File: src/adc_pkg.sv
// Functional notes
// Module releases shared data lines within 15 ns after column strobe rises.
// Row strobe falls are spaced at least 110 ns apart.
// Page-mode column strobe cycles are spaced at least 40 ns apart.
// Refresh: column strobe falls at least 10 ns before row strobe falls.
// Refresh: column strobe stays low 15 ns after row strobe falls.
// Refresh: write enable high from 10 ns before to 10 ns after row fall.
// Row strobe stays high at least 40 ns of precharge between accesses.
// Non-page row strobe low lasts 60 ns to 10 000 ns.
// Page-mode row strobe low period ends within 100 000 ns.
// Column strobe low 15 ns to 10 000 ns; high at least 10 ns.
// Read: write enable high by column fall, held until a strobe rises.
// Write: write enable low no later than column strobe fall.
// Write: write enable held low at least 15 ns after column fall.
// Write data valid by column fall and held 10 ns afterwards.
// Row address valid at row fall and held 10 ns after it.
// Column address switched 15 ns to 30 ns after row strobe falls.
// Column strobe falls 20 ns or more after row strobe falls.
// Row rises 15 ns after column fall; column low until 60 ns after row fall.
// Column address presented at least 30 ns before row strobe rises.
// Every write is an early write because data lines are shared.
// Issue 1024 refresh cycles within every 16 ms.
// Read data valid no later than 60 ns after row strobe falls.
// Minimum times round up to cycles, maximum times round down.
package adc_pkg;
  localparam int CLK_PERIOD_PS = 10000;
  localparam int SYNC_STAGES = 3;
  localparam int CNT_W = 17;
  localparam int PAGE_GUARD_CYC = 32;

  // ---------------------------------------------
  // Conversion
  // ---------------------------------------------
  function automatic int min_cyc(input int ns);
    int c;
    c = (ns * 1000 + CLK_PERIOD_PS - 1) / CLK_PERIOD_PS;
    return (c < 1) ? 1 : c;
  endfunction

  function automatic int max_cyc(input int ns);
    int c;
    c = (ns * 1000) / CLK_PERIOD_PS;
    return (c < 1) ? 1 : c;
  endfunction

  // ---------------------------------------------
  // Timing
  // ---------------------------------------------
  localparam int OUTPUT_RELEASE_DELAY_NS = 15;
  localparam int OUTPUT_RELEASE_DELAY_CYC = min_cyc(OUTPUT_RELEASE_DELAY_NS);
  localparam int RANDOM_CYCLE_MIN_NS = 110;
  localparam int RANDOM_CYCLE_MIN_CYC = min_cyc(RANDOM_CYCLE_MIN_NS);
  localparam int PAGE_CYCLE_MIN_NS = 40;
  localparam int PAGE_CYCLE_MIN_CYC = min_cyc(PAGE_CYCLE_MIN_NS);
  localparam int REFRESH_COLUMN_LEAD_NS = 10;
  localparam int REFRESH_COLUMN_LEAD_CYC = min_cyc(REFRESH_COLUMN_LEAD_NS);
  localparam int REFRESH_COLUMN_HOLD_NS = 15;
  localparam int REFRESH_COLUMN_HOLD_CYC = min_cyc(REFRESH_COLUMN_HOLD_NS);
  localparam int REFRESH_WE_HOLD_NS = 10;
  localparam int REFRESH_WE_HOLD_CYC = min_cyc(REFRESH_WE_HOLD_NS);
  localparam int ROW_PRECHARGE_MIN_NS = 40;
  localparam int ROW_PRECHARGE_MIN_CYC = min_cyc(ROW_PRECHARGE_MIN_NS);
  localparam int ROW_LOW_NONPAGE_NS = 60;
  localparam int ROW_LOW_NONPAGE_CYC = min_cyc(ROW_LOW_NONPAGE_NS);
  localparam int ROW_LOW_PAGE_MAX_NS = 100000;
  localparam int ROW_LOW_PAGE_MAX_CYC = max_cyc(ROW_LOW_PAGE_MAX_NS);
  localparam int COLUMN_LOW_PULSE_NS = 15;
  localparam int COLUMN_LOW_PULSE_CYC = min_cyc(COLUMN_LOW_PULSE_NS);
  localparam int COLUMN_HIGH_PULSE_NS = 10;
  localparam int COLUMN_HIGH_PULSE_CYC = min_cyc(COLUMN_HIGH_PULSE_NS);
  localparam int WRITE_WE_HOLD_NS = 15;
  localparam int WRITE_WE_HOLD_CYC = min_cyc(WRITE_WE_HOLD_NS);
  localparam int WRITE_DATA_HOLD_NS = 10;
  localparam int WRITE_DATA_HOLD_CYC = min_cyc(WRITE_DATA_HOLD_NS);
  localparam int ROW_ADDR_HOLD_NS = 10;
  localparam int ROW_ADDR_HOLD_CYC = min_cyc(ROW_ADDR_HOLD_NS);
  localparam int ROW_TO_COLADDR_MIN_NS = 15;
  localparam int ROW_TO_COLADDR_MIN_CYC = min_cyc(ROW_TO_COLADDR_MIN_NS);
  localparam int ROW_TO_COLUMN_DELAY_NS = 20;
  localparam int ROW_TO_COLUMN_DELAY_CYC = min_cyc(ROW_TO_COLUMN_DELAY_NS);
  localparam int COLUMN_TO_ROW_RISE_NS = 15;
  localparam int COLUMN_TO_ROW_RISE_CYC = min_cyc(COLUMN_TO_ROW_RISE_NS);
  localparam int ROW_TO_COLUMN_RISE_NS = 60;
  localparam int ROW_TO_COLUMN_RISE_CYC = min_cyc(ROW_TO_COLUMN_RISE_NS);
  localparam int ROW_ACCESS_TIME_NS = 60;
  localparam int ROW_ACCESS_TIME_CYC = max_cyc(ROW_ACCESS_TIME_NS);
  localparam int COL_ACCESS_TIME_NS = 15;
  localparam int COL_ACCESS_TIME_CYC = max_cyc(COL_ACCESS_TIME_NS);
  localparam int REFRESH_PERIOD_MS = 16;
  localparam int REFRESH_ROWS = 1024;
  localparam int REFRESH_PERIOD_CYC = REFRESH_PERIOD_MS * (1000000000 / CLK_PERIOD_PS);
endpackage

File: src/adc_ctrl.sv
`timescale 1ns/10ps
`default_nettype none
module adc_ctrl #(
  parameter int AW = 11,
  parameter int DW = 8,
  parameter bit PAGE_MODE = 1'b1,
  parameter int PAGE_MAX_CYC = adc_pkg::ROW_LOW_PAGE_MAX_CYC,
  parameter int REFRESH_PERIOD_CYC = adc_pkg::REFRESH_PERIOD_CYC
) (
  input wire logic core_clk_i,
  input wire logic resetn_i,
  input wire logic req_valid_i,
  output logic req_ready_o,
  input wire logic req_write_i,
  input wire logic [2*AW-1:0] req_addr_i,
  input wire logic [DW-1:0] req_wdata_i,
  output logic rd_valid_o,
  output logic [DW-1:0] rd_data_o,
  output logic row_strobe_n_o,
  output logic col_strobe_n_o,
  output logic write_en_n_o,
  output logic [AW-1:0] muxed_address_lines_o,
  output logic [DW-1:0] shared_data_lines_o,
  output logic shared_data_lines_oe_o,
  input wire logic [DW-1:0] shared_data_lines_i
);
  localparam int CW = adc_pkg::CNT_W;

  typedef enum logic [3:0] {
    ST_IDLE, ST_ASET, ST_ROW, ST_COL, ST_CAS, ST_CHI, ST_RF_LEAD, ST_RF_ROW
  } adc_state_t;

  // ---------------------------------------------
  // Declarations
  // ---------------------------------------------
  adc_state_t state_ff, nxt_state;
  logic row_n_ff, nxt_row_n;
  logic col_n_ff, nxt_col_n;
  logic we_n_ff, nxt_we_n;
  logic [AW-1:0] addr_ff, nxt_addr;
  logic [DW-1:0] dq_ff, nxt_dq;
  logic oe_ff, nxt_oe;
  logic [CW-1:0] ras_cnt_ff, pre_cnt_ff, cas_cnt_ff, hi_cnt_ff;
  logic hold_ff, nxt_hold, ready_ff, take, consume;
  logic h_wr_ff, cur_wr_ff;
  logic [2*AW-1:0] h_addr_ff;
  logic [DW-1:0] h_wd_ff;
  logic [AW-1:0] open_row_ff;
  logic ref_pend_ff, ref_tick, ref_done;
  logic rd_got_ff, cap, rd_valid_ff;
  logic [DW-1:0] rd_data_ff;
  logic [DW-1:0] dq_s1_ff, dq_s2_ff, dq_s3_ff;
  logic rise_ok, page_hit, pre_ok;

  // Elapsed time at the next edge reaches n cycles
  function automatic logic met(input logic [CW-1:0] c, input int n);
    return (int'(c) + 1 >= n);
  endfunction

  wire logic [AW-1:0] h_row = h_addr_ff[2*AW-1:AW];
  wire logic [AW-1:0] h_col = h_addr_ff[AW-1:0];

  // ---------------------------------------------
  // Refresh scheduling
  // ---------------------------------------------
  adc_refresh_timer #(
    .INTERVAL(REFRESH_PERIOD_CYC / adc_pkg::REFRESH_ROWS)
  ) adc_refresh_timer_i (
    .core_clk_i(core_clk_i),
    .resetn_i(resetn_i),
    .tick_o(ref_tick)
  );

  // A tick in the clearing cycle wins, so no refresh is lost
  always_ff @(posedge core_clk_i) begin
    if (!resetn_i) begin
      ref_pend_ff <= 1'b0;
    end else if (ref_tick) begin
      ref_pend_ff <= 1'b1;
    end else if (ref_done) begin
      ref_pend_ff <= 1'b0;
    end
  end

  // ---------------------------------------------
  // Request slot
  // ---------------------------------------------
  assign take = req_valid_i && ready_ff;
  assign nxt_hold = take ? 1'b1 : (consume ? 1'b0 : hold_ff);

  always_ff @(posedge core_clk_i) begin
    if (!resetn_i) begin
      hold_ff <= 1'b0;
      ready_ff <= 1'b0;
    end else begin
      hold_ff <= nxt_hold;
      ready_ff <= !nxt_hold;
    end
  end

  always_ff @(posedge core_clk_i) begin
    if (!resetn_i) begin
      h_wr_ff <= 1'b0;
      h_addr_ff <= '0;
      h_wd_ff <= '0;
    end else if (take) begin
      h_wr_ff <= req_write_i;
      h_addr_ff <= req_addr_i;
      h_wd_ff <= req_wdata_i;
    end
  end

  always_ff @(posedge core_clk_i) begin
    if (!resetn_i) begin
      cur_wr_ff <= 1'b1;
      open_row_ff <= '0;
    end else begin
      if (consume) begin
        cur_wr_ff <= h_wr_ff;
      end
      if (state_ff == ST_ASET) begin
        open_row_ff <= h_row;
      end
    end
  end

  // ---------------------------------------------
  // Interval counters
  // ---------------------------------------------
  // Counters saturate so a long idle never wraps into a short gap
  always_ff @(posedge core_clk_i) begin
    if (!resetn_i) begin
      ras_cnt_ff <= '1;
      pre_cnt_ff <= '1;
      cas_cnt_ff <= '1;
      hi_cnt_ff <= '1;
    end else begin
      if (row_n_ff && !nxt_row_n) begin
        ras_cnt_ff <= '0;
      end else if (ras_cnt_ff != '1) begin
        ras_cnt_ff <= ras_cnt_ff + 1'b1;
      end
      if (!row_n_ff && nxt_row_n) begin
        pre_cnt_ff <= '0;
      end else if (pre_cnt_ff != '1) begin
        pre_cnt_ff <= pre_cnt_ff + 1'b1;
      end
      if (col_n_ff && !nxt_col_n) begin
        cas_cnt_ff <= '0;
      end else if (cas_cnt_ff != '1) begin
        cas_cnt_ff <= cas_cnt_ff + 1'b1;
      end
      if (!col_n_ff && nxt_col_n) begin
        hi_cnt_ff <= '0;
      end else if (hi_cnt_ff != '1) begin
        hi_cnt_ff <= hi_cnt_ff + 1'b1;
      end
    end
  end

  // ---------------------------------------------
  // Read capture
  // ---------------------------------------------
  always_ff @(posedge core_clk_i) begin
    if (!resetn_i) begin
      dq_s1_ff <= '0;
      dq_s2_ff <= '0;
      dq_s3_ff <= '0;
    end else begin
      dq_s1_ff <= shared_data_lines_i;
      dq_s2_ff <= dq_s1_ff;
      dq_s3_ff <= dq_s2_ff;
    end
  end

  // Wait out access time plus synchroniser depth before sampling
  assign cap = (state_ff == ST_CAS) && !cur_wr_ff && !rd_got_ff
    && (int'(ras_cnt_ff) >= adc_pkg::ROW_ACCESS_TIME_CYC + adc_pkg::SYNC_STAGES)
    && (int'(cas_cnt_ff) >= adc_pkg::COL_ACCESS_TIME_CYC + adc_pkg::SYNC_STAGES)
    && (dq_s2_ff == dq_s3_ff);

  always_ff @(posedge core_clk_i) begin
    if (!resetn_i) begin
      rd_got_ff <= 1'b0;
      rd_valid_ff <= 1'b0;
      rd_data_ff <= '0;
    end else begin
      rd_valid_ff <= cap;
      if (cap) begin
        rd_got_ff <= 1'b1;
        rd_data_ff <= dq_s3_ff;
      end else if (consume) begin
        rd_got_ff <= 1'b0;
      end
    end
  end

  // ---------------------------------------------
  // Sequencer
  // ---------------------------------------------
  assign pre_ok = met(pre_cnt_ff, adc_pkg::ROW_PRECHARGE_MIN_CYC)
    && met(ras_cnt_ff, adc_pkg::RANDOM_CYCLE_MIN_CYC)
    && met(hi_cnt_ff, adc_pkg::COLUMN_HIGH_PULSE_CYC);

  assign rise_ok = met(cas_cnt_ff, adc_pkg::COLUMN_LOW_PULSE_CYC)
    && met(ras_cnt_ff, adc_pkg::ROW_TO_COLUMN_RISE_CYC)
    && met(cas_cnt_ff, adc_pkg::COLUMN_TO_ROW_RISE_CYC)
    && met(ras_cnt_ff, adc_pkg::ROW_LOW_NONPAGE_CYC)
    && (cur_wr_ff ? (met(cas_cnt_ff, adc_pkg::WRITE_WE_HOLD_CYC)
      && met(cas_cnt_ff, adc_pkg::WRITE_DATA_HOLD_CYC)) : rd_got_ff);

  // Page kept open only while far from the longest low time
  assign page_hit = PAGE_MODE && hold_ff && (h_row == open_row_ff) && !ref_pend_ff
    && (int'(ras_cnt_ff) < PAGE_MAX_CYC - adc_pkg::PAGE_GUARD_CYC);

  always_comb begin
    nxt_state = state_ff;
    nxt_row_n = row_n_ff;
    nxt_col_n = col_n_ff;
    nxt_we_n = we_n_ff;
    nxt_addr = addr_ff;
    nxt_dq = dq_ff;
    nxt_oe = oe_ff;
    consume = 1'b0;
    ref_done = 1'b0;
    case (state_ff)
      ST_IDLE: begin
        if (ref_pend_ff && pre_ok) begin
          nxt_col_n = 1'b0;
          nxt_state = ST_RF_LEAD;
        end else if (hold_ff && pre_ok) begin
          nxt_addr = h_row;
          nxt_state = ST_ASET;
        end
      end
      ST_ASET: begin
        nxt_row_n = 1'b0;
        nxt_state = ST_ROW;
      end
      ST_ROW: begin
        if (met(ras_cnt_ff, adc_pkg::ROW_ADDR_HOLD_CYC)
            && met(ras_cnt_ff, adc_pkg::ROW_TO_COLADDR_MIN_CYC)) begin
          nxt_addr = h_col;
          nxt_we_n = !h_wr_ff;
          nxt_oe = h_wr_ff;
          nxt_dq = h_wd_ff;
          consume = 1'b1;
          nxt_state = ST_COL;
        end
      end
      ST_COL: begin
        if (met(ras_cnt_ff, adc_pkg::ROW_TO_COLUMN_DELAY_CYC)
            && met(cas_cnt_ff, adc_pkg::PAGE_CYCLE_MIN_CYC)) begin
          nxt_col_n = 1'b0;
          nxt_state = ST_CAS;
        end
      end
      ST_CAS: begin
        if (rise_ok) begin
          nxt_col_n = 1'b1;
          nxt_we_n = 1'b1;
          nxt_oe = 1'b0;
          if (page_hit) begin
            nxt_state = ST_CHI;
          end else begin
            // Column address is already three cycles old here
            nxt_row_n = 1'b1;
            nxt_state = ST_IDLE;
          end
        end
      end
      ST_CHI: begin
        if (met(hi_cnt_ff, adc_pkg::COLUMN_HIGH_PULSE_CYC)
            && (!h_wr_ff || cur_wr_ff
              || met(hi_cnt_ff, adc_pkg::OUTPUT_RELEASE_DELAY_CYC))) begin
          nxt_addr = h_col;
          nxt_we_n = !h_wr_ff;
          nxt_oe = h_wr_ff;
          nxt_dq = h_wd_ff;
          consume = 1'b1;
          nxt_state = ST_COL;
        end
      end
      ST_RF_LEAD: begin
        // Write enable has been high since the last column rise
        if (met(cas_cnt_ff, adc_pkg::REFRESH_COLUMN_LEAD_CYC)) begin
          nxt_row_n = 1'b0;
          nxt_state = ST_RF_ROW;
        end
      end
      ST_RF_ROW: begin
        if (met(ras_cnt_ff, adc_pkg::ROW_LOW_NONPAGE_CYC)
            && met(ras_cnt_ff, adc_pkg::REFRESH_COLUMN_HOLD_CYC)
            && met(ras_cnt_ff, adc_pkg::REFRESH_WE_HOLD_CYC)
            && met(cas_cnt_ff, adc_pkg::COLUMN_LOW_PULSE_CYC)) begin
          nxt_row_n = 1'b1;
          nxt_col_n = 1'b1;
          ref_done = 1'b1;
          nxt_state = ST_IDLE;
        end
      end
      default: begin
        nxt_row_n = 1'b1;
        nxt_col_n = 1'b1;
        nxt_we_n = 1'b1;
        nxt_oe = 1'b0;
        nxt_state = ST_IDLE;
      end
    endcase
  end

  always_ff @(posedge core_clk_i) begin
    if (!resetn_i) begin
      state_ff <= ST_IDLE;
    end else begin
      state_ff <= nxt_state;
    end
  end

  // ---------------------------------------------
  // Pin registers
  // ---------------------------------------------
  always_ff @(posedge core_clk_i) begin
    if (!resetn_i) begin
      row_n_ff <= 1'b1;
      col_n_ff <= 1'b1;
      we_n_ff <= 1'b1;
      addr_ff <= '0;
      dq_ff <= '0;
      oe_ff <= 1'b0;
    end else begin
      row_n_ff <= nxt_row_n;
      col_n_ff <= nxt_col_n;
      we_n_ff <= nxt_we_n;
      addr_ff <= nxt_addr;
      dq_ff <= nxt_dq;
      oe_ff <= nxt_oe;
    end
  end

  assign req_ready_o = ready_ff;
  assign rd_valid_o = rd_valid_ff;
  assign rd_data_o = rd_data_ff;
  assign row_strobe_n_o = row_n_ff;
  assign col_strobe_n_o = col_n_ff;
  assign write_en_n_o = we_n_ff;
  assign muxed_address_lines_o = addr_ff;
  assign shared_data_lines_o = dq_ff;
  assign shared_data_lines_oe_o = oe_ff;
endmodule
`default_nettype wire

File: src/adc_refresh_timer.sv
`timescale 1ns/10ps
`default_nettype none
module adc_refresh_timer #(
  parameter int INTERVAL = 1562
) (
  input wire logic core_clk_i,
  input wire logic resetn_i,
  output logic tick_o
);
  localparam int CW = $clog2(INTERVAL + 1);

  logic [CW-1:0] cnt_ff;
  logic tick_ff;

  // Interval rounded down so that late service still fits the period
  always_ff @(posedge core_clk_i) begin
    if (!resetn_i) begin
      cnt_ff <= '0;
      tick_ff <= 1'b0;
    end else if (cnt_ff == CW'(INTERVAL - 1)) begin
      cnt_ff <= '0;
      tick_ff <= 1'b1;
    end else begin
      cnt_ff <= cnt_ff + 1'b1;
      tick_ff <= 1'b0;
    end
  end

  assign tick_o = tick_ff;
endmodule
`default_nettype wire

File: config.mk
export PLATFORM = sky130hd
export DESIGN_NAME = adc_ctrl
export DESIGN_NICKNAME = d
export VERILOG_FILES = /design/src/adc_pkg.sv /design/src/adc_ctrl.sv /design/src/adc_refresh_timer.sv
export SDC_FILE = /design/constraint.sdc
export NUM_CORES = 1
export LEC_CHECK = 0
export BUFFER_PORTS_ARGS = -buffer_cell sky130_fd_sc_hd__buf_2
export CAP_MARGIN = 10
export CORE_ASPECT_RATIO = 1.75
export CORE_UTILIZATION = 45
export DETAILED_ROUTE_END_ITERATION = 6
export PLACE_DENSITY = 0.59
export SYNTH_ARGS = -nofsm -noshare
export SYNTH_HDL_FRONTEND = slang
export SYNTH_SLANG_ARGS = --single-unit
File: constraint.sdc
create_clock -name core_clk_i -period 4.9 [get_ports core_clk_i]
set_input_delay 0.98 -clock core_clk_i [delete_from_list [all_inputs] [get_ports core_clk_i]]
set_output_delay 0.98 -clock core_clk_i [all_outputs]
set_load 0.02 [all_outputs]
==> impl_metrics.env, run 1 <==
export IMPL_status="complete, but fails checks"
export IMPL_violations="DRC"
export IMPL_yosys_area_share_simple_pct=23.7
export IMPL_synth_top_area_share_pct=39.8
export IMPL_critical_path_max_stage_delay_ps=580
export IMPL_hold_violations=0
export IMPL_grt_max_degree=51
export IMPL_fin_setup_tns_ps=0
export IMPL_port_buffers=74
export IMPL_overflow=0
export IMPL_area_growth_pct=10.5
export IMPL_place_inst=1341
export IMPL_synth_fa_ha_area_share_pct=2.41
export IMPL_htree_levels=4
export IMPL_r2r_start="hi_cnt_ff[0]"
export IMPL_rsz0062_at_grt="no"
export IMPL_finalCritPeriodShare_pct=84.2
export IMPL_cp_num_buf_inv=1
export IMPL_timing_rr_end="muxed_address_lines_o[0]"
export IMPL_skew_ps=7.96
export IMPL_start_util_pct=45.9
export IMPL_worst_setup_path_type="reg2reg"
export IMPL_worst_path_max_delay_cell="or4b_1"
export IMPL_critPathRequiredTime_ps=5180
export IMPL_grt_pass1_vias=7323
export IMPL_fmax_ghz=0.242
export IMPL_synth_nets=1144
export IMPL_hold_end="dq_s2_ff[0]"
export IMPL_std_cell_rows=69
export IMPL_vias_per_cell=5.51
export IMPL_min_path_type="reg2reg"
export IMPL_drcViolationCount=2
export IMPL_cts_root_buffer="clkbuf_16"
export IMPL_yosysTopAreaCell="dfxtp_1"
export IMPL_clkLatencyLatePin_ps=440
export IMPL_synth_compound_area_share_pct=14.6
export IMPL_syn_area_mm2=0.00935
export IMPL_synth_edf_count=0
export IMPL_power_leakage_nw=3.92
export IMPL_switchingPower_w=0.00245
export IMPL_muxShareOfSynthArea_pct=5.56
export IMPL_cts_setup_buffers=0
export IMPL_cts_sinks=186
export IMPL_chipWidth_um=111
export IMPL_wl_per_cell_um=15.7
export IMPL_swShare_pct=41.3
export IMPL_grt_usage_pct=20.9
export IMPL_grt_pass1_wl_mm=35.8
export IMPL_cpLargestDelayFamily="simple AND/OR/NAND/NOR gates"
export IMPL_cts_made_buffers=17
export IMPL_p_per_area_mw_per_mm2=574
export IMPL_crit_path_start_kind="flop"
export IMPL_maxCapViolCount=0
export IMPL_cp_end_kind="flop"
export IMPL_tightest_slew_ps=1120
export IMPL_ctsResizeCount=0
export IMPL_setup_ws_ps=772
export IMPL_routed_wirelength_mm=21.6
export IMPL_synthXorXnorAreaFrac_pct=9.64
export IMPL_arrival_ps=4410
export IMPL_coreArea_mm2=0.0204
export IMPL_hold_start="dq_s1_ff[0]"
export IMPL_setup_viol=0
export IMPL_slew_headroom_pct=24.9
export IMPL_synth_area_top_cells="dfxtp_1 (40%), xnor2_1 (5.9%), mux2i_1 (5.6%)"
export IMPL_cp_cell_sequence="ha_1 > nand3_1 > nor4_1 > and3_1 > ha_1 > or4b_1 > o31ai_1 > o2bb2ai_2 > buf_4 > a41o_1 > nor2_1 > a211oi_2"
export IMPL_reg2reg_depth=12
export IMPL_drive_gt1_share_pct=13.9
export IMPL_detailroute_via_count=7571
export IMPL_antenna_cells=0
export IMPL_final_cell_area_mm2=0.0103
export IMPL_rrSetupSlack_ps=770
export IMPL_synth_warnings=0
export IMPL_synthTopCellsByCount="dfxtp_1 (186), nand2_1 (113), nor2_1 (91)"
export IMPL_drv_slew=0
export IMPL_drtAntennaViolNets=0
export IMPL_gp_congestion=0.842
export IMPL_path_clk_slew_ps=70
export IMPL_synth_top_family_by_area="simple AND/OR/NAND/NOR gates"
export IMPL_die_h_um=193
export IMPL_drt_first_iter_violations=362
export IMPL_post_place_ws_ps=732
export IMPL_worstHoldPathCells=1
export IMPL_p_int_w=0.00348
export IMPL_ys_flop_type="dfxtp_1"
export IMPL_hold_buffers=0
export IMPL_synth_async_sr_flop_share_pct=0
export IMPL_cts_tree="built"
export IMPL_cts_buffer_depth=2
export IMPL_p_seq_share_pct=37.6
export IMPL_fin_crit_ps=4130
export IMPL_synth_avg_cell_area_um2=8.63
export IMPL_holdWs_ps=430
export IMPL_cp_max_fo=22
export IMPL_pwr_share_comb_pct=40.5
export IMPL_die_area_mm2=0.0214
export IMPL_ys_seq_area_share_pct=39.8
export IMPL_cp_common_cell="ha_1"
export IMPL_place_area_mm2=0.00979
export IMPL_nets=1172
export IMPL_ys_ff_latch=186
export IMPL_post_dp_hpwl_mm=15.2
export IMPL_max_vdd_ir_drop_mv=0.297
export IMPL_pwr_share_clk_pct=21.8
export IMPL_yosysMostFrequentCell="dfxtp_1"
export IMPL_io_pins=75
export IMPL_synth_distinct_cells=75
export IMPL_drt_first_pass_iters=6
export IMPL_antenna_found_initial=0
export IMPL_finalNonFillerCells=1373
export IMPL_synthCells=1084
==> state kept, by name (all words and copies together), names as in the netlist, 3 cells and up <==
register                    flops
hi_cnt_ff                      17
shared_data_lines_o             8
dq_s1_ff                        8
h_addr_ff                      22
ras_cnt_ff                     17
dq_s2_ff                        8
adc_refresh_timer_i.cnt_ff     11
rd_data_o                       8
pre_cnt_ff                     17
h_wd_ff                         8
open_row_ff                    11
dq_s3_ff                        8
state_ff                        3
cas_cnt_ff                     17
muxed_address_lines_o          11
==> worst register-to-register path: cells and delay by family (launching register included) <==
family,cells,cell delay (ps)
buffers and inverters,1,200
AOI/OAI and AO/OA,4,1080
DFF,1,430
and+or+nand+nor,5,1730
adders and majority gates,2,520
==> per-stage QoR <==
step	util [%]	power, W
CTS	50.7	0.00597
global placement	48.1	0.00464
finish	50.7	0.00593
floorplan	-	0.00416
global route	50.7	0.00637
detailed placement	48.1	0.00466
==> power groups by stage <==
stage | Clock, W | Combinational [W] | Sequential, W
after floorplan | 0 | 0.00208 | 0.00208
after global routing | 0.00139 | 0.00269 | 0.00229
after CTS | 0.00133 | 0.00242 | 0.00223
final | 0.00129 | 0.00240 | 0.00223
after global placement | 0 | 0.00239 | 0.00226
after detailed placement | 0 | 0.00240 | 0.00226
==> cells in the final DEF (no fill, tap or decap), drive strengths merged, types with 6 or more instances in the layout <==
cell type  count
a31oi          7
nand2        113
a21oi         74
xnor2         63
ha            18
inv           24
and3          21
nor3          29
nand3         39
clkinvlp       6
and4           7
dfxtp        186
nor4          27
nand4         20
nor2          91
a211oi        13
clkbuf        19
and2          31
or3           10
nor2b          8
xor2          40
o21ai         62
mux2i         52
buf           85
==> cell type report <==
class,count,area [µm²]
Tap cell,248,310
Sequential cell,186,3720
Clock buffer,19,433
Timing Repair Buffer,85,453
Clock inverter,13,110
Multi-Input combinational cell,803,5230
Fill cell,1983,10000
Inverter,19,71.3
==> worst max path at each step <==
stage / from / to / slack (ps) / depth (start not counted)
6_report: hi_cnt_ff[0] / muxed_address_lines_o[0] / 770 / 12
5_1_grt: hi_cnt_ff[0] / muxed_address_lines_o[4] / 380 / 12
2_1_floorplan: hi_cnt_ff[0] / muxed_address_lines_o[0] / 1620 / 12
3_5_place_dp: hi_cnt_ff[0] / muxed_address_lines_o[0] / 730 / 12
4_1_cts: hi_cnt_ff[0] / muxed_address_lines_o[2] / 720 / 12
3_3_place_gp: hi_cnt_ff[0] / muxed_address_lines_o[0] / 830 / 12
==> cell families after synthesis <==
kind of cell / after synthesis
DFF: 186
adders and majority gates: 18
AOI/OAI and AO/OA: 210
xor gates and xnor gates: 103
and+or+nand+nor: 420
muxes: 52
buffers and inverters: 95
==> metal layers <==
metal / global-route usage, % / vias up / part of all wire [%]
met4: 8.22 / 0 / 2.1
met1: 22.7 / 3559 / 42
met5: 0 / - / 0
met2: 40.0 / 123 / 53
met3: 3.71 / 33 / 2.8
li1: - / 3856 / -
Power figures use the tool's default switching activity.
==> run 2: changes to the inputs <==
--- a/config.mk
+++ b/config.mk
@@ -5,12 +5,13 @@
 export SDC_FILE = /design/constraint.sdc
 export NUM_CORES = 1
 export LEC_CHECK = 0
+export ABC_AREA = 1
 export BUFFER_PORTS_ARGS = -buffer_cell sky130_fd_sc_hd__buf_2
 export CAP_MARGIN = 10
 export CORE_ASPECT_RATIO = 1.75
 export CORE_UTILIZATION = 45
 export DETAILED_ROUTE_END_ITERATION = 6
-export PLACE_DENSITY = 0.59
+export PLACE_DENSITY = 0.61
 export SYNTH_ARGS = -nofsm -noshare
 export SYNTH_HDL_FRONTEND = slang
 export SYNTH_SLANG_ARGS = --single-unit
==> constraint.sdc (replaced) <==
create_clock -name core_clk_i -period 3.4 [get_ports core_clk_i]
set_input_delay 0.68 -clock core_clk_i [delete_from_list [all_inputs] [get_ports core_clk_i]]
set_output_delay 0.68 -clock core_clk_i [all_outputs]
set_load 0.02 [all_outputs]
==> run 2 against run 1 <==
Effect of this change:
- the run now ends clean
- global-route usage is 3.3 points higher
- critical path type unchanged
- critical endpoint is now cas_cnt_ff[8]
- power up 64%
- synthesized cell count increased by 37%
- sequential power up 44%
- combinational power increased by 90%
- area after synthesis is 5.6% higher
- critical path depth grew 6
- clock skew is 5.0 ps higher
==> impl_metrics.env, run 2 <==
export IMPL_status="finished, final reports clean"
export IMPL_coreArea_mm2=0.0215
export IMPL_detailroute_via_count=9667
export IMPL_ys_ff_latch=186
export IMPL_die_area_mm2=0.0226
export IMPL_nFillCells=2271
export IMPL_power_leakage_nw=5.53
export IMPL_drtAntennaViolNets=0
export IMPL_synthXorXnorAreaFrac_pct=1.33
export IMPL_synth_nets=1546
export IMPL_cp_end_kind="flop"
export IMPL_io_pins=75
export IMPL_synth_top_area_share_pct=37.7
export IMPL_overflow=0
export IMPL_layout_commonest_cell="nand2_1"
export IMPL_drive_gt1_share_pct=11.1
export IMPL_ys_flop_type="dfxtp_1"
export IMPL_fmax_ghz=0.318
export IMPL_synth_distinct_cells=46
export IMPL_area_growth_pct=13.0
export IMPL_slew_headroom_pct=57.0
export IMPL_fin_setup_tns_ps=0
export IMPL_synth_warnings=0
export IMPL_post_dp_hpwl_mm=19.3
export IMPL_die_h_um=198
export IMPL_port_buffers=74
export IMPL_synth_area_top_cells="dfxtp_1 (38%), nand2_1 (12%), nand3_1 (11%)"
export IMPL_syn_area_mm2=0.00987
export IMPL_wl_per_cell_um=14.3
export IMPL_post_place_ws_ps=73.5
export IMPL_yosysMostFrequentCell="nand2_1"
export IMPL_routed_wirelength_mm=26.4
export IMPL_rsz0062_at_grt="yes"
export IMPL_antenna_cells=0
export IMPL_vias_per_cell=5.23
export IMPL_grt_pass1_wl_mm=43.4
export IMPL_cts_made_buffers=17
export IMPL_layout_common_cells="nand2_1 (324), nand3_1 (224), nor2_1 (196)"
export IMPL_tightest_slew_ps=645
export IMPL_drt_first_iter_violations=514
export IMPL_crit_path_start_kind="flop"
export IMPL_synthTopCellsByCount="nand2_1 (324), nand3_1 (224), nor2_1 (199)"
export IMPL_setup_viol=0
export IMPL_synth_edf_count=0
export IMPL_min_path_type="in2reg"
export IMPL_finalCritPeriodShare_pct=92.5
export IMPL_largest_reg_flops=22
export IMPL_finalNonFillerCells=1848
export IMPL_p_per_area_mw_per_mm2=872
export IMPL_arrival_ps=3460
export IMPL_grt_pass1_vias=9310
export IMPL_fin_util_pct=51.9
export IMPL_cts_tree="built"
export IMPL_clkLatencyLatePin_ps=450
export IMPL_start_util_pct=45.9
export IMPL_multi_input_area_mm2=0.00535
export IMPL_nets=1604
export IMPL_regMostFlops="h_addr_ff"
export IMPL_ys_seq_area_share_pct=37.7
export IMPL_max_vdd_ir_drop_mv=0.547
export IMPL_drt_first_pass_iters=5
export IMPL_synth_avg_cell_area_um2=6.65
export IMPL_synthCells=1486
export IMPL_antenna_found_initial=0
export IMPL_maxCapViolCount=0
export IMPL_cts_buffer_depth=2
export IMPL_hold_violations=0
export IMPL_synth_compound_area_share_pct=11.0
export IMPL_std_cell_rows=71
export IMPL_regArea_mm2=0.00372
export IMPL_drv_slew=0
export IMPL_synth_top_family_by_area="simple AND/OR/NAND/NOR gates"
export IMPL_cts_root_buffer="clkbuf_16"
export IMPL_synth_fa_ha_area_share_pct=2.28
export IMPL_critPathRequiredTime_ps=3720
export IMPL_skew_ps=13.0
export IMPL_cp_max_fo=17
export IMPL_setup_ws_ps=254
export IMPL_place_inst=1813
export IMPL_grt_usage_pct=24.3
export IMPL_htree_levels=4
export IMPL_grt_max_degree=56
export IMPL_worst_setup_path_type="reg2reg"
export IMPL_yosys_area_share_simple_pct=38.7
export IMPL_gp_congestion=0.890
export IMPL_path_clk_slew_ps=70
export IMPL_drcViolationCount=0
export IMPL_chipWidth_um=114
export IMPL_hold_buffers=0
export IMPL_cts_sinks=186
export IMPL_fin_crit_ps=3150
export IMPL_synth_async_sr_flop_share_pct=0
export IMPL_muxShareOfSynthArea_pct=0
export IMPL_yosysTopAreaCell="dfxtp_1"
[run 2: changes by cell type in the layout (fill, tap and decap cells not counted), moves of 20 or more]
cell,previous run,this run
and2_1,31,4
o21ai_0,55,92
a21oi_1,73,53
xor2_1,40,10
inv_1,17,153
nand3_1,38,224
nor2_1,91,196
nand2_1,113,324
and3_1,21,1
mux2i_1,52,0
xnor2_1,63,5
nand4_1,18,40
[run 2: cell type report]
class                   instances  area share, %
clock inverters                11           1.05
flip-flops and latches        186           33.4
multi-input cells            1083           48.0
well taps                     292           3.28
clock buffers                  20           4.00
repair buffers                 94           4.83
inverters                     162           5.47
[run 2: critical path, stage by stage, from the launching register on]
cell     delay [ps]
dfxtp_1         460
ha_1            280
nand2_4         110
nor2_4          150
nand4_1         170
nor3_1          210
ha_1            290
inv_1            80
nand3_2          80
nor2_1          100
nand3_1         160
nand2_1         120
nor2_2           50
nand3_1         100
nand2_2         100
inv_4           120
nand3_4         220
nand3_1         150
nand3_1          80
[run 2: cell families after synthesis]
group,count (synthesis)
AO/OA/AOI/OAI,193
XOR/XNOR,15
adder cells (fa/ha/maj),18
buffers and inverters,219
flip-flops,186
AND/OR/NAND/NOR,855
[run 2: through the flow]
step                power [W]  area [µm²]  hold WS [ps]
floorplan             0.00664        9870           390
global placement      0.00758       10500           392
detailed placement    0.00763       10500           396
CTS                   0.00960       11000           392
global route           0.0106       11200           398
finish                0.00973       11200           410
[run 2: what timing repair did]
item,4_1_cts,5_1_grt
setup buffers,0,2
resized for setup,0,15
setup endpoints to repair,0,75
[run 2: path summary, 6_finish.rpt]
| check | from | end | slack (ps) | cells after the start |
|---|---|---|---|---|
| worst min register to register | dq_s1_ff[3] | dq_s2_ff[3] | 410 | 2 |
| worst min-delay path | shared_data_lines_i[1] | dq_s1_ff[1] | 410 | 3 |
| worst max register to register | ras_cnt_ff[1] | cas_cnt_ff[8] | 250 | 18 |
| worst max-delay path | ras_cnt_ff[1] | cas_cnt_ff[8] | 250 | 18 |
[run 2: per-layer routing]
layer	wire length, µm	GRT usage (%)	part of all wire [%]
met1	10300	24.5	39
met2	14100	46.5	53
met3	1020	5.05	3.9
met4	952	11.4	3.6
met5	0	0	0
[run 2: where the power goes]
part           switching, W  leakage (nW)  internal (W)  total [W]
clock              0.000915         0.266       0.00104    0.00195
sequential         0.000544          1.53       0.00267    0.00321
combinational       0.00304          3.73       0.00152    0.00456
total               0.00450          5.53       0.00523    0.00973
==> run 3: changes to the inputs <==
--- a/config.mk
+++ b/config.mk
@@ -10,8 +10,10 @@
 export CAP_MARGIN = 10
 export CORE_ASPECT_RATIO = 1.75
 export CORE_UTILIZATION = 45
+export CTS_BUF_LIST = sky130_fd_sc_hd__clkbuf_4 sky130_fd_sc_hd__clkbuf_8
 export DETAILED_ROUTE_END_ITERATION = 6
 export PLACE_DENSITY = 0.61
 export SYNTH_ARGS = -nofsm -noshare
 export SYNTH_HDL_FRONTEND = slang
+export SYNTH_HIERARCHICAL = 1
 export SYNTH_SLANG_ARGS = --single-unit
==> run 3 against run 2 <==
Effect of this change:
- via count down 0.36%
- clock-buffer cell count down 2
- core utilization down 0.39 points
- non-clock buffer count up 12
- largest cell class unchanged
- largest power group unchanged
==> impl_metrics.env, run 3 <==
export IMPL_critPathRequiredTime_ps=3760
export IMPL_worst_setup_path_type="reg2reg"
export IMPL_nFillCells=2308
export IMPL_ys_ff_latch=186
export IMPL_yosysTopAreaCell="dfxtp_1"
export IMPL_power_leakage_nw=5.48
export IMPL_cts_setup_buffers=0
export IMPL_die_h_um=199
export IMPL_antenna_found_initial=0
export IMPL_synth_async_sr_flop_share_pct=0
export IMPL_syn_area_mm2=0.0100
export IMPL_port_buffers=74
export IMPL_synth_fa_ha_area_share_pct=2.25
export IMPL_cts_root_buffer="clkbuf_8"
export IMPL_cts_buffer_depth=2
export IMPL_multi_input_area_mm2=0.00540
export IMPL_fin_util_pct=51.5
export IMPL_ys_flop_type="dfxtp_1"
export IMPL_coreArea_mm2=0.0217
export IMPL_wl_per_cell_um=13.1
export IMPL_path_clk_slew_ps=110
export IMPL_cts_made_buffers=17
export IMPL_muxShareOfSynthArea_pct=0
export IMPL_cts_tree="built"
export IMPL_clkLatencyLatePin_ps=490
export IMPL_cp_max_fo=33
export IMPL_synth_distinct_cells=47
export IMPL_synth_nets=1584
export IMPL_synthTopCellsByCount="nand2_1 (332), nor2_1 (249), nand3_1 (228)"
export IMPL_synth_top_family_by_area="simple AND/OR/NAND/NOR gates"
export IMPL_max_vdd_ir_drop_mv=0.338
export IMPL_die_area_mm2=0.0228
export IMPL_chipWidth_um=115
export IMPL_synth_edf_count=0
export IMPL_ctsResizeCount=0
export IMPL_tightest_slew_ps=603
export IMPL_grt_pass1_wl_mm=42.3
export IMPL_synth_area_top_cells="dfxtp_1 (37%), nand2_1 (12%), nand3_1 (11%)"
export IMPL_post_dp_hpwl_mm=18.5
export IMPL_finalCritPeriodShare_pct=88.5
export IMPL_yosysMostFrequentCell="nand2_1"
export IMPL_fin_crit_ps=3010
export IMPL_grt_max_degree=96
export IMPL_largest_reg_flops=22
export IMPL_pwr_share_clk_pct=16.7
export IMPL_crit_path_start_kind="flop"
export IMPL_hold_violations=0
export IMPL_drv_slew=0
export IMPL_pwr_share_comb_pct=48.4
export IMPL_regArea_mm2=0.00373
export IMPL_drt_first_pass_iters=5
export IMPL_io_pins=75
export IMPL_setup_ws_ps=390
export IMPL_synthXorXnorAreaFrac_pct=2.45
export IMPL_htree_levels=4
export IMPL_regMostFlops="h_addr_ff"
export IMPL_synthCells=1524
export IMPL_synth_top_area_share_pct=37.2
export IMPL_drive_gt1_share_pct=11.5
export IMPL_vias_per_cell=5.09
export IMPL_place_inst=1862
export IMPL_maxCapViolCount=0
export IMPL_skew_ps=17.1
export IMPL_drt_first_iter_violations=487
export IMPL_slew_headroom_pct=59.5
export IMPL_overflow=0
export IMPL_antenna_cells=0
export IMPL_status="finished, final reports clean"
export IMPL_routed_wirelength_mm=24.9
export IMPL_nets=1649
export IMPL_gp_congestion=0.891
export IMPL_p_seq_share_pct=35.0
export IMPL_grt_usage_pct=23.1
export IMPL_detailroute_via_count=9632
export IMPL_switchingPower_w=0.00420
export IMPL_setup_viol=0
export IMPL_synth_avg_cell_area_um2=6.56
export IMPL_area_growth_pct=11.6
export IMPL_finalNonFillerCells=1894
export IMPL_start_util_pct=46.1
export IMPL_p_int_w=0.00488
export IMPL_p_per_area_mw_per_mm2=814
export IMPL_yosys_area_share_simple_pct=40.6
export IMPL_cts_sinks=186
export IMPL_hold_buffers=0
export IMPL_synth_warnings=6
export IMPL_grtUsageMet3_pct=3.82
export IMPL_met1_usage_pct=24.4
export IMPL_cp_end_kind="flop"
export IMPL_arrival_ps=3370
export IMPL_ys_seq_area_share_pct=37.2
export IMPL_grt_pass1_vias=9240
export IMPL_layout_commonest_cell="nand2_1"
export IMPL_std_cell_rows=71
export IMPL_min_path_type="in2reg"
export IMPL_layout_common_cells="nand2_1 (332), nor2_1 (249), nand3_1 (228)"
export IMPL_fmax_ghz=0.332
export IMPL_busiest_layer="met2"
export IMPL_swShare_pct=46.3
export IMPL_holdWs_ps=365
export IMPL_synth_compound_area_share_pct=8.37
export IMPL_rsz0062_at_grt="no"
export IMPL_fin_setup_tns_ps=0
export IMPL_post_place_ws_ps=121
export IMPL_met2_usage_pct=43.6
export IMPL_drcViolationCount=0
export IMPL_drtAntennaViolNets=0
[run 3: cell count changes in the layout (fill, tap and decap cells not counted), moves of 5 or more]
cell | previous run | this run
clkbuf_16 | 17 | 0
o21ai_0 | 92 | 81
nor3_1 | 18 | 12
nor2_1 | 196 | 249
xor2_1 | 10 | 19
a21oi_1 | 53 | 48
o211ai_1 | 23 | 1
nand2_1 | 324 | 332
clkbuf_8 | 1 | 18
buf_4 | 19 | 29
[run 3: cells by family (layout without fill, tap and decap cells)]
family                     count (synthesis)  in the layout
AOI/OAI and AO/OA                        154            154
xor gates and xnor gates                  28             28
DFF                                      186            186
adders and majority gates                 18             18
buffers and inverters                    222            300
and+or+nand+nor                          916            916
[run 3: metal layers]
metal / vias to the layer above / part of all wire, % / routed length [µm]
li1: 5073 / - / -
met1: 4305 / 41 / 10100
met2: 184 / 52 / 13000
met3: 70 / 3.0 / 734
met4: 0 / 3.8 / 954
met5: - / 0 / 0
[run 3: path summary, 6_finish.rpt]
check | from | to | slack [ps] | cells past startpoint
hold reg to reg | dq_s1_ff[7] | dq_s2_ff[7] | 420 | 2
setup reg to reg | cas_cnt_ff[1] | pre_cnt_ff[6] | 390 | 18
setup / recovery | cas_cnt_ff[1] | pre_cnt_ff[6] | 390 | 18
hold / removal | shared_data_lines_i[2] | dq_s1_ff[2] | 370 | 3
[run 3: cell type report]
type | instances | share of cell area, %
multi-input cells | 1116 | 48.4
flip-flops and latches | 186 | 33.4
inverters | 162 | 5.46
clock inverters | 14 | 1.37
well taps | 292 | 3.27
clock buffers | 18 | 2.22
repair buffers | 106 | 5.94
[run 3: through the flow]
step                cell area (µm²)  power (W)
floorplan                     10000    0.00648
global placement              10700    0.00753
detailed placement            10700    0.00758
CTS                           11100    0.00913
global route                  11200    0.00995
finish                        11200    0.00909
[run 3: power by group through the flow]
| stage | registers (W) | logic (W) | clock network [W] |
|---|---|---|---|
| final | 0.00318 | 0.00439 | 0.00152 |
| after global routing | 0.00325 | 0.00504 | 0.00165 |
| after CTS | 0.00317 | 0.00439 | 0.00157 |
| after detailed placement | 0.00321 | 0.00437 | 0 |
| after global placement | 0.00321 | 0.00432 | 0 |
| after floorplan | 0.00319 | 0.00329 | 0 |
[run 3: worst max-delay path, cell delays in order, from the launching register on]
cell and delay, ps:
dfxtp_2 390, ha_1 200, nand3_1 180, nor2_4 170
nand3_1 140, nor4_2 170, ha_1 260, inv_1 100
nand2_1 90, nor3_2 220, nand4_1 200, nand2_1 110
nand2_1 50, nand2_1 70, inv_2 60, nand2_2 110
nand2_8 150, nand2_1 110, nand3_1 80
